### src/shared/flbs_pkg.sv
// Purpose: shared constants and types for the flash lock, blank-check and status sequencer
// Assumes: 125 MHz clock, byte-wide command port, 1 KiB blocks in a 64 KiB space
// Notes: command codes and status bit positions live here only
package flbs_pkg;
  localparam int ADDR_W = 16;
  localparam int DATA_W = 8;
  localparam int BLK_SHIFT = 10;
  localparam int BLK_W = ADDR_W - BLK_SHIFT;
  localparam int NUM_BLOCKS = 1 << BLK_W;

  // command codes
  localparam logic [DATA_W-1:0] CMD_READ_ARRAY = 8'hff;
  localparam logic [DATA_W-1:0] CMD_CLEAR_STATUS = 8'h50;
  localparam logic [DATA_W-1:0] CMD_PROGRAM = 8'h40;
  localparam logic [DATA_W-1:0] CMD_BLOCK_ERASE = 8'h20;
  localparam logic [DATA_W-1:0] CMD_LOCK_PROGRAM = 8'h77;
  localparam logic [DATA_W-1:0] CMD_LOCK_READ = 8'h71;
  localparam logic [DATA_W-1:0] CMD_BLANK_CHECK = 8'h25;
  localparam logic [DATA_W-1:0] CMD_CONFIRM = 8'hd0;
  localparam logic [DATA_W-1:0] BLANK_BYTE = 8'hff;

  // status register bit positions
  localparam int ST_READY_BIT = 7;
  localparam int ST_SUSPEND_BIT = 6;
  localparam int ST_EB_ERR_BIT = 5;
  localparam int ST_PROG_ERR_BIT = 4;
  localparam int ST_LOCK_BIT = 0;

  // reset values
  localparam logic LOCK_RESET_VAL = 1'b1;
  localparam logic LOCK_DATA_RESET_VAL = 1'b0;
  localparam logic READ_ARRAY_RESET_VAL = 1'b1;

  // timing
  localparam int CLK_FREQ_MHZ = 125;
  localparam int LOCK_PROG_TIME_NS = 1000;
  localparam int LOCK_PROG_CYCLES = (LOCK_PROG_TIME_NS * CLK_FREQ_MHZ + 999) / 1000;
  localparam int CNT_W = 8;

  typedef enum logic [3:0] {
    ST_IDLE = 4'b0001,
    ST_SECOND = 4'b0010,
    ST_LOCKPROG = 4'b0100,
    ST_BLANK = 4'b1000
  } flbs_state_type;
endpackage

### src/verilog/flbs_lock_store.sv
// Purpose: one lock bit per block, cleared by the lock-bit program
// Assumes: volatile model of the lock bits, all unlocked after reset
// Notes: read port is combinational
`timescale 1ns/10ps
module flbs_lock_store
  import flbs_pkg::*;
(
  // clock and reset
  input wire logic clk_i,
  input wire logic resetn_i,
  // lock write
  input wire logic wr_en_i,
  input wire logic [BLK_W-1:0] wr_block_i,
  // lock read
  input wire logic [BLK_W-1:0] rd_block_i,
  output logic rd_lock_o
);
  logic [NUM_BLOCKS-1:0] lock_bits;

  genvar g;
  generate
    for (g = 0; g < NUM_BLOCKS; g++)
    begin : g_lock
      always_ff @(posedge clk_i or negedge resetn_i)
      begin
        if (!resetn_i)
          lock_bits[g] <= LOCK_RESET_VAL;
        else if (wr_en_i && (wr_block_i == BLK_W'(g)))
          lock_bits[g] <= 1'b0;
      end
    end
  endgenerate

  assign rd_lock_o = lock_bits[rd_block_i];
endmodule // flbs_lock_store

### src/verilog/flbs_blank_scan.sv
// Purpose: walks one block and checks that every byte reads blank
// Assumes: array read data valid one cycle after rd_en_o
// Notes: done_o and fail_o are one-cycle pulses together
`timescale 1ns/10ps
module flbs_blank_scan
  import flbs_pkg::*;
(
  // clock and reset
  input wire logic clk_i,
  input wire logic resetn_i,
  // control
  input wire logic start_i,
  input wire logic [BLK_W-1:0] block_i,
  output logic done_o,
  output logic fail_o,
  // array read
  output logic rd_en_o,
  output logic [ADDR_W-1:0] rd_addr_o,
  input wire logic [DATA_W-1:0] rd_data_i
);
  localparam logic [BLK_SHIFT-1:0] OFFS_MAX = '1;

  logic active;
  logic [BLK_SHIFT-1:0] offs;
  logic [BLK_W-1:0] block;
  logic chk_valid;
  logic chk_last;
  logic mism;
  wire last_offs = (offs == OFFS_MAX);
  wire byte_bad = chk_valid && (rd_data_i != BLANK_BYTE);

  assign rd_en_o = active;
  assign rd_addr_o = {block, offs};

  always_ff @(posedge clk_i or negedge resetn_i)
  begin
    if (!resetn_i)
    begin
      active <= 1'b0;
      offs <= '0;
      block <= '0;
    end
    else if (start_i)
    begin
      active <= 1'b1;
      offs <= '0;
      block <= block_i;
    end
    else if (active)
    begin
      active <= !last_offs;
      offs <= offs + 1'b1;
    end
  end

  always_ff @(posedge clk_i or negedge resetn_i)
  begin
    if (!resetn_i)
    begin
      chk_valid <= 1'b0;
      chk_last <= 1'b0;
      mism <= 1'b0;
      done_o <= 1'b0;
      fail_o <= 1'b0;
    end
    else
    begin
      chk_valid <= active;
      chk_last <= active && last_offs;
      mism <= start_i ? 1'b0 : (mism | byte_bad);
      done_o <= chk_valid && chk_last;
      fail_o <= chk_valid && chk_last && (mism | byte_bad);
    end
  end
endmodule // flbs_blank_scan

### src/verilog/flbs_seq.sv
// Purpose: command sequencer for lock-bit program, lock status read, blank check and status
// Assumes: command writes are one-cycle strobes synchronous to clk_i
// Notes: writes are ignored while the ready flag is low
// Notes on behaviour
// - 77h then D0h at a block start clears that block's lock bit.
// - Ready flag reports completion of a lock-bit write.
// - 71h then D0h at a block start copies lock state to lock data flag.
// - 25h then D0h in a block starts checking every byte is FFh.
// - Ready low during blank check, high when it finishes.
// - A non-FFh byte sets erase/blank error, program error untouched.
// - A badly written sequence sets both error flags.
// - Block erase second cycle other than D0h or FFh is a sequence error.
// - Erase during suspend or any command to the suspended block is an error.
// - Failed auto-erase sets erase/blank error only.
// - Failed program or lock program sets program error only.
// - FFh in a second cycle, except after 40h, drops the command and enters read array.
// - 50h clears both error flags.
// - Commands and data are bytes.
// - Ready flag is 0 busy, 1 ready.
`timescale 1ns/10ps
module flbs_seq
  import flbs_pkg::*;
(
  // clock and reset
  input wire logic clk_i,
  input wire logic resetn_i,
  // command write cycles
  input wire logic cmd_wr_i,
  input wire logic [ADDR_W-1:0] cmd_addr_i,
  input wire logic [DATA_W-1:0] cmd_data_i,
  // rest of the sequencer
  input wire logic ext_busy_i,
  input wire logic erase_suspend_i,
  input wire logic [BLK_W-1:0] suspend_block_i,
  input wire logic erase_fail_i,
  input wire logic prog_fail_i,
  input wire logic lock_fail_i,
  output logic program_start_o,
  output logic erase_start_o,
  output logic [ADDR_W-1:0] op_addr_o,
  output logic [DATA_W-1:0] op_data_o,
  output logic read_array_mode_o,
  // array read for blank check
  output logic rd_en_o,
  output logic [ADDR_W-1:0] rd_addr_o,
  input wire logic [DATA_W-1:0] rd_data_i,
  // status
  output logic [DATA_W-1:0] flash_status_register_o,
  output logic ready_flag_o,
  output logic erase_suspend_flag_o,
  output logic erase_blank_error_flag_o,
  output logic program_error_flag_o,
  output logic lock_bit_data_flag_o
);
  localparam logic [CNT_W-1:0] LOCK_CNT_LOAD = CNT_W'(LOCK_PROG_CYCLES - 1);
  localparam int LOCK_WAIT = LOCK_PROG_CYCLES;

  flbs_state_type state;
  flbs_state_type next_state;
  logic [DATA_W-1:0] pend_cmd;
  logic [ADDR_W-1:0] first_addr;
  logic [CNT_W-1:0] lock_cnt;
  logic lock_rd;
  logic scan_done;
  logic scan_fail;

  ////////////////////////////////////////////////////////////////////////////
  // decode
  wire busy_own = (state == ST_LOCKPROG) || (state == ST_BLANK);
  assign ready_flag_o = !busy_own && !ext_busy_i;
  wire wr_take = cmd_wr_i && ready_flag_o;
  wire first = wr_take && (state == ST_IDLE);
  wire sec = wr_take && (state == ST_SECOND);
  wire [BLK_W-1:0] blk = cmd_addr_i[ADDR_W-1:BLK_SHIFT];
  wire [BLK_W-1:0] lock_blk = first_addr[ADDR_W-1:BLK_SHIFT];
  wire blk_start = (cmd_addr_i[BLK_SHIFT-1:0] == '0);
  wire addr_same = (cmd_addr_i == first_addr);
  wire confirm = (cmd_data_i == CMD_CONFIRM);
  wire is_ff = (cmd_data_i == BLANK_BYTE);
  wire is_two = (cmd_data_i == CMD_PROGRAM) || (cmd_data_i == CMD_BLOCK_ERASE) ||
    (cmd_data_i == CMD_LOCK_PROGRAM) || (cmd_data_i == CMD_LOCK_READ) ||
    (cmd_data_i == CMD_BLANK_CHECK);
  wire clear_cmd = first && (cmd_data_i == CMD_CLEAR_STATUS);
  wire first_ff = first && (cmd_data_i == CMD_READ_ARRAY);
  wire first_two = first && is_two;
  wire first_bad = first && !clear_cmd && !first_ff && !is_two;
  wire pend_prog = (pend_cmd == CMD_PROGRAM);
  wire sec_abort = sec && is_ff && !pend_prog;
  wire susp_hit = erase_suspend_i && (blk == suspend_block_i);
  wire base_ok = confirm && !susp_hit;
  wire go_prog = sec && pend_prog && addr_same && !susp_hit;
  wire go_erase = sec && (pend_cmd == CMD_BLOCK_ERASE) && base_ok && !erase_suspend_i;
  wire go_lock = sec && (pend_cmd == CMD_LOCK_PROGRAM) && base_ok && blk_start &&
    addr_same;
  wire go_lread = sec && (pend_cmd == CMD_LOCK_READ) && base_ok && blk_start;
  wire go_blank = sec && (pend_cmd == CMD_BLANK_CHECK) && base_ok && !erase_suspend_i;
  wire sec_good = go_prog || go_erase || go_lock || go_lread || go_blank;
  wire sec_bad = sec && !sec_abort && !sec_good;
  wire seq_err = first_bad || sec_bad;
  wire lock_done = (state == ST_LOCKPROG) && (lock_cnt == '0);
  wire lock_we = lock_done && !lock_fail_i;
  wire eb_set = seq_err || (scan_done && scan_fail) || erase_fail_i;
  wire pe_set = seq_err || prog_fail_i || (lock_done && lock_fail_i);
  wire next_eb = eb_set || (erase_blank_error_flag_o && !clear_cmd);
  wire next_pe = pe_set || (program_error_flag_o && !clear_cmd);
  wire next_ram = (first_ff || sec_abort) ? 1'b1 : (wr_take ? 1'b0 : read_array_mode_o);

  assign erase_suspend_flag_o = erase_suspend_i;

  always_comb
  begin
    flash_status_register_o = '0;
    flash_status_register_o[ST_READY_BIT] = ready_flag_o;
    flash_status_register_o[ST_SUSPEND_BIT] = erase_suspend_flag_o;
    flash_status_register_o[ST_EB_ERR_BIT] = erase_blank_error_flag_o;
    flash_status_register_o[ST_PROG_ERR_BIT] = program_error_flag_o;
    flash_status_register_o[ST_LOCK_BIT] = lock_bit_data_flag_o;
  end

  ////////////////////////////////////////////////////////////////////////////
  // state machine
  always_comb
  begin
    next_state = state;
    case (state)
      ST_IDLE:
        if (first_two)
          next_state = ST_SECOND;
      ST_SECOND:
        if (go_lock)
          next_state = ST_LOCKPROG;
        else if (go_blank)
          next_state = ST_BLANK;
        else if (sec)
          next_state = ST_IDLE;
      ST_LOCKPROG:
        if (lock_done)
          next_state = ST_IDLE;
      ST_BLANK:
        if (scan_done)
          next_state = ST_IDLE;
      default:
        next_state = ST_IDLE;
    endcase
  end

  always_ff @(posedge clk_i or negedge resetn_i)
  begin
    if (!resetn_i)
      state <= ST_IDLE;
    else
      state <= next_state;
  end

  always_ff @(posedge clk_i or negedge resetn_i)
  begin
    if (!resetn_i)
    begin
      pend_cmd <= '0;
      first_addr <= '0;
    end
    else if (first_two)
    begin
      pend_cmd <= cmd_data_i;
      first_addr <= cmd_addr_i;
    end
  end

  always_ff @(posedge clk_i or negedge resetn_i)
  begin
    if (!resetn_i)
      lock_cnt <= '0;
    else if (go_lock)
      lock_cnt <= LOCK_CNT_LOAD;
    else if (lock_cnt != '0)
      lock_cnt <= lock_cnt - 1'b1;
  end

  ////////////////////////////////////////////////////////////////////////////
  // flags and outputs
  always_ff @(posedge clk_i or negedge resetn_i)
  begin
    if (!resetn_i)
    begin
      erase_blank_error_flag_o <= 1'b0;
      program_error_flag_o <= 1'b0;
      lock_bit_data_flag_o <= LOCK_DATA_RESET_VAL;
      read_array_mode_o <= READ_ARRAY_RESET_VAL;
    end
    else
    begin
      erase_blank_error_flag_o <= next_eb;
      program_error_flag_o <= next_pe;
      read_array_mode_o <= next_ram;
      if (go_lread)
        lock_bit_data_flag_o <= lock_rd;
    end
  end

  always_ff @(posedge clk_i or negedge resetn_i)
  begin
    if (!resetn_i)
    begin
      program_start_o <= 1'b0;
      erase_start_o <= 1'b0;
      op_addr_o <= '0;
      op_data_o <= '0;
    end
    else
    begin
      program_start_o <= go_prog;
      erase_start_o <= go_erase;
      if (go_prog || go_erase)
        op_addr_o <= cmd_addr_i;
      if (go_prog)
        op_data_o <= cmd_data_i;
    end
  end

  ////////////////////////////////////////////////////////////////////////////
  // submodules
  flbs_lock_store u_lock (
    .clk_i(clk_i),
    .resetn_i(resetn_i),
    .wr_en_i(lock_we),
    .wr_block_i(lock_blk),
    .rd_block_i(blk),
    .rd_lock_o(lock_rd)
  );

  flbs_blank_scan u_scan (
    .clk_i(clk_i),
    .resetn_i(resetn_i),
    .start_i(go_blank),
    .block_i(blk),
    .done_o(scan_done),
    .fail_o(scan_fail),
    .rd_en_o(rd_en_o),
    .rd_addr_o(rd_addr_o),
    .rd_data_i(rd_data_i)
  );
endmodule // flbs_seq

### config.mk
export PLATFORM = sky130hd
export DESIGN_NAME = flbs_seq
export DESIGN_NICKNAME = d
export VERILOG_FILES = /design/src/shared/flbs_pkg.sv /design/src/verilog/flbs_lock_store.sv /design/src/verilog/flbs_blank_scan.sv /design/src/verilog/flbs_seq.sv
export SDC_FILE = /design/constraint.sdc
export NUM_CORES = 1
export LEC_CHECK = 0
export ABC_AREA = 1
export BUFFER_PORTS_ARGS = -buffer_cell sky130_fd_sc_hd__buf_4
export CORE_AREA = 2 2 120 122
export DETAILED_ROUTE_END_ITERATION = 16
export DIE_AREA = 0 0 122 124
export PLACE_DENSITY = 0.76
export SLEW_MARGIN = 10
export SYNTH_ARGS = -nofsm -noshare
export SYNTH_HDL_FRONTEND = slang
export SYNTH_SLANG_ARGS = --single-unit
### constraint.sdc
create_clock -name clk_i -period 2.3 [get_ports clk_i]
set_input_delay 0.115 -clock clk_i [delete_from_list [all_inputs] [get_ports clk_i]]
set_output_delay 0.115 -clock clk_i [all_outputs]
set_load 0.01 [all_outputs]
==> flow_results.org <==
** Run status
- The flow ran to the end, and the final reports show no timing, DRC or antenna violations.

** Global routing
- Antenna violations before repair :: 0
- Global-route congestion overflow total :: 0
- Total global routing track utilization :: 25.6%
- Number of global-route vias before repair :: 5977
- The first global-routing pass estimated 29700 um of wire.
- Entering global routing, the biggest net connects 61 pins.

** STA
- Setup repair after global routing left no endpoint under its margin.
- Setup total negative slack on the finished layout was measured at 0 ns.
- The worst pin sits at a relative slew slack of 59.8%.
- Post-route clock skew :: 0.0129 ns
- Tcrit/Tclk final :: 88.4%
- Final setup violating endpoints :: 0
- Transition time of the tightest slew-check pin :: ~0.6 ns
- Maximum achievable frequency :: around 500 MHz
- Min Tclk post-route :: roughly 2.0 ns
- Max-slew violation count :: 0
- The total count of hold-check failures in the final report was 0.

** Floorplanning
- The die covers around 15000 sq um.
- In this run the core area contains 43 standard-cell rows.
- In this run the standard cell core region covers 13700 sq um.
- Initial Util :: between 50 and 60%
- # IOs :: 103
- The die is approximately 120 um wide.
- Measured along the y axis, the die boundary spans approximately 120 um.

** Detailed routing
- Number of optimization iterations in the first detailed-route pass :: 7
- Vias per cell :: roughly 5.3
- In the final routed layout, each cell accounts on average for 15.3 um.
- Remaining antenna violation count :: 0
- The final layout contains routed wiring with a total length of about 19000 um.
- Vias post-DR :: 6439
- For this run, design rule violations remaining after detail routing come to 0.
- In this run, the number of DRC markers left after iteration 0 of detailed routing was between 500 and 600.

** Worst hold path
- The worst hold path terminates at pend_cmd[0].
- Count of cells along the worst hold path :: 3
- The worst hold path begins at cmd_data_i[0].
- The worst hold path belongs to the class input pin to register.

** Yosys
- Sequential-to-total area share from yosys stat :: 52.2%
- The top cell type by area accounts for 28.9% of the synthesized area.
- Cell variety after synth :: 37
- Cell type contributing the most total cell area after synthesis :: sky130_fd_sc_hd__dfrtp_1
- Count of mapped cells out of synthesis :: a little over 900
- After synthesis, the mean cell area works out to 8.19 sq um.
- Synthesis inferred 152 register bits.
- Number of synthesis warnings :: 0
- Ranking of synthesized cells by area :: sky130_fd_sc_hd__dfrtp_1 29%, sky130_fd_sc_hd__dfstp_2 23%, sky130_fd_sc_hd__nand2_1 12%
- The mapped netlist covers 7440 sq um.

** Clock tree
- Number of buffers inserted to repair setup after CTS :: 0
- Clock insertion delay at the later pin of the skew report :: 0.44 ns
- After clock tree synthesis, the clock-pin slew on the worst setup and hold paths is 0.06 ns.
- CTS tree :: done
- Clock tree synthesis selected as its root buffer the cell sky130_fd_sc_hd__clkbuf_16.
- The clock passes through at most 2 buffers.
- Clock tree synthesis inserted a total of 17 buffers.
- The H-tree was split into 4 levels.
- CTS saw ~150 sinks.

** Critical path
- For the worst setup path, the data required time is 2.61 ns.
- The critical path in this run is classified as register to register.
- Data arrival, critical path :: between 2 and 2.5 ns
- Beginning of the worst register-to-register path :: state[0]
- Of all nets on the critical path, the largest fanout is 33.
- STA classifies the critical path startpoint as a register.
- The worst setup path is captured at a register.
- In this run the register-to-register setup slack is about 0.27 ns.
- Measured in cells, the most critical reg-to-reg path has a length of 9.
- The worst register-to-register path ends at erase_blank_error_flag_o.

** Final layout
- Antenna diode count :: 0
- In the final layout, the share of cells above drive strength 1 is 23.7%.
- Area of all placed cells without fillers :: 9100 sq um
- Post-route non-filler standard cell count :: 1214
- P&R area growth vs syn :: 22.4%
- In the final design database the tool counted 1069 nets.
- The library cell used most frequently in the layout, excluding fill and tap cells, is sky130_fd_sc_hd__nand2_1.
- Most frequent cells in the layout :: 246 x sky130_fd_sc_hd__nand2_1, 115 x sky130_fd_sc_hd__buf_4, 99 x sky130_fd_sc_hd__inv_1

** Power and ir drop
- Leakage power of the design :: 4.45 nW
- Across the VDD grid, the largest voltage drop is approximately 0.5 mV.
- Power spread over the standard cell area amounts to 696 nW/um^2.

** Place
- At the end of routability-driven placement, the weighted congestion stood at 0.939.
- Placed Area :: approximately 8400 sq um
- Hpwl dp :: 13200 um
- Placed instance count :: 1172
- The count of buffers added on input and output ports is between 90 and 100.

** Flow run
- Across the run, the number of max-cap violations was 0.
[state kept, by name, summed over array words and instances, names as in the netlist, 4 cells and up]
name / cells
op_addr_o: 16
op_data_o: 8
u_lock.lock_bits: 64
pend_cmd: 8
u_scan.offs: 10
state: 4
u_scan.block: 6
first_addr: 16
lock_cnt: 8
[worst max path at each step]
stage / start / to / slack, ns / depth (start not counted)
global route: state[1] / erase_blank_error_flag_o / 0.04 / 9
detailed placement: state[0] / erase_blank_error_flag_o / 0.24 / 9
floorplan: state[0] / u_scan.block[3] / 0.51 / 10
finish: state[0] / erase_blank_error_flag_o / 0.27 / 9
global placement: state[0] / lock_cnt[7] / 0.30 / 9
CTS: state[0] / erase_blank_error_flag_o / 0.22 / 9
[per-layer routing]
metal	vias to the layer above	track usage, %	wire, um
met3	36	5.40	1090
met4	0	10.3	431
met2	222	40.8	8870
met5	-	0	0
met1	3056	34.4	8130
li1	3125	-	-
[per-stage QoR]
step	power (mW)	utilization [%]	setup slack (ns)	hold slack, ns
6_report	6.34	66.4	0.267	0.0165
3_3_place_gp	3.44	61.0	0.301	0.0578
5_1_grt	6.60	66.4	0.0417	0.0130
3_5_place_dp	3.45	61.0	0.241	0.0604
4_1_cts	6.39	66.3	0.224	0.00419
2_1_floorplan	3.18	-	0.514	-0.181
[critical path, stage by stage (launching register included)]
cell and delay (ns):
sky130_fd_sc_hd__dfstp_2 0.53, sky130_fd_sc_hd__nor2_1 0.05, sky130_fd_sc_hd__nand3_1 0.13, sky130_fd_sc_hd__nand4_1 0.23, sky130_fd_sc_hd__nor2_4 0.23, sky130_fd_sc_hd__nand4_1 0.13
sky130_fd_sc_hd__nand2_1 0.10, sky130_fd_sc_hd__inv_2 0.22, sky130_fd_sc_hd__nand3_1 0.19, sky130_fd_sc_hd__nand3_1 0.09
[layout make-up]
| class | count | area, sq um |
|---|---|---|
| clock inverters | 11 | 145 |
| fillers | 1158 | 4610 |
| well taps | 180 | 225 |
| flip-flops and latches | 152 | 3890 |
| repair buffers | 127 | 995 |
| inverters | 105 | 394 |
| multi-input cells | 618 | 2980 |
| clock buffers | 21 | 480 |
[power by group]
group | internal (mW) | switching (mW) | total, mW
logic | 0.220 | 0.404 | 0.624
registers | 2.75 | 0.0593 | 2.81
clock network | 1.82 | 1.09 | 2.91
[repair_timing]
item | CTS | global route
setup endpoints to repair | 0 | 5
hold buffers | 10 | 0
hold endpoints to repair | 49 | 0
gates resized for setup | 0 | 2
[cells by family (layout without fill, tap and decap cells)]
| kind of cell | count (synthesis) | after routing | synth area share [%] |
|---|---|---|---|
| simple gates | 445 | 445 | 25.7 |
| flops | 152 | 152 | 52.2 |
| fa+ha+maj | 2 | 2 | 0.336 |
| compound gates | 163 | 163 | 13.1 |
| other cells | 1 | 3 | 0.0504 |
| buf+inv | 141 | 264 | 7.97 |
| xor+xnor | 5 | 5 | 0.589 |
[synthesized netlist by cell type]
cell,number
sky130_fd_sc_hd__a21boi_0,52
sky130_fd_sc_hd__a21oi_1,37
sky130_fd_sc_hd__a41oi_1,1
sky130_fd_sc_hd__buf_1,5
sky130_fd_sc_hd__buf_2,6
sky130_fd_sc_hd__buf_4,11
sky130_fd_sc_hd__buf_6,2
sky130_fd_sc_hd__clkbuf_1,12
sky130_fd_sc_hd__conb_1,1
sky130_fd_sc_hd__dfrtp_1,86
sky130_fd_sc_hd__dfstp_2,66
sky130_fd_sc_hd__ha_1,2
sky130_fd_sc_hd__inv_1,99
sky130_fd_sc_hd__inv_2,6
sky130_fd_sc_hd__nand2_1,246
sky130_fd_sc_hd__nand2_2,1
sky130_fd_sc_hd__nand2_4,1
sky130_fd_sc_hd__nand3_1,70
sky130_fd_sc_hd__nand3_2,4
sky130_fd_sc_hd__nand3_4,1
sky130_fd_sc_hd__nand3b_1,3
sky130_fd_sc_hd__nand4_1,10
sky130_fd_sc_hd__nor2_1,86
sky130_fd_sc_hd__nor2_2,1
sky130_fd_sc_hd__nor2_4,2
sky130_fd_sc_hd__nor3_1,8
sky130_fd_sc_hd__nor3_4,1
sky130_fd_sc_hd__nor3b_1,1
sky130_fd_sc_hd__nor4_1,3
sky130_fd_sc_hd__o21ai_0,55
sky130_fd_sc_hd__o21ai_1,11
sky130_fd_sc_hd__o21ai_2,6
sky130_fd_sc_hd__o31ai_1,1
sky130_fd_sc_hd__or2_2,5
sky130_fd_sc_hd__or2_4,1
sky130_fd_sc_hd__or3_1,1
sky130_fd_sc_hd__xor2_1,5
Note: power is estimated with default switching activity, not from simulation.
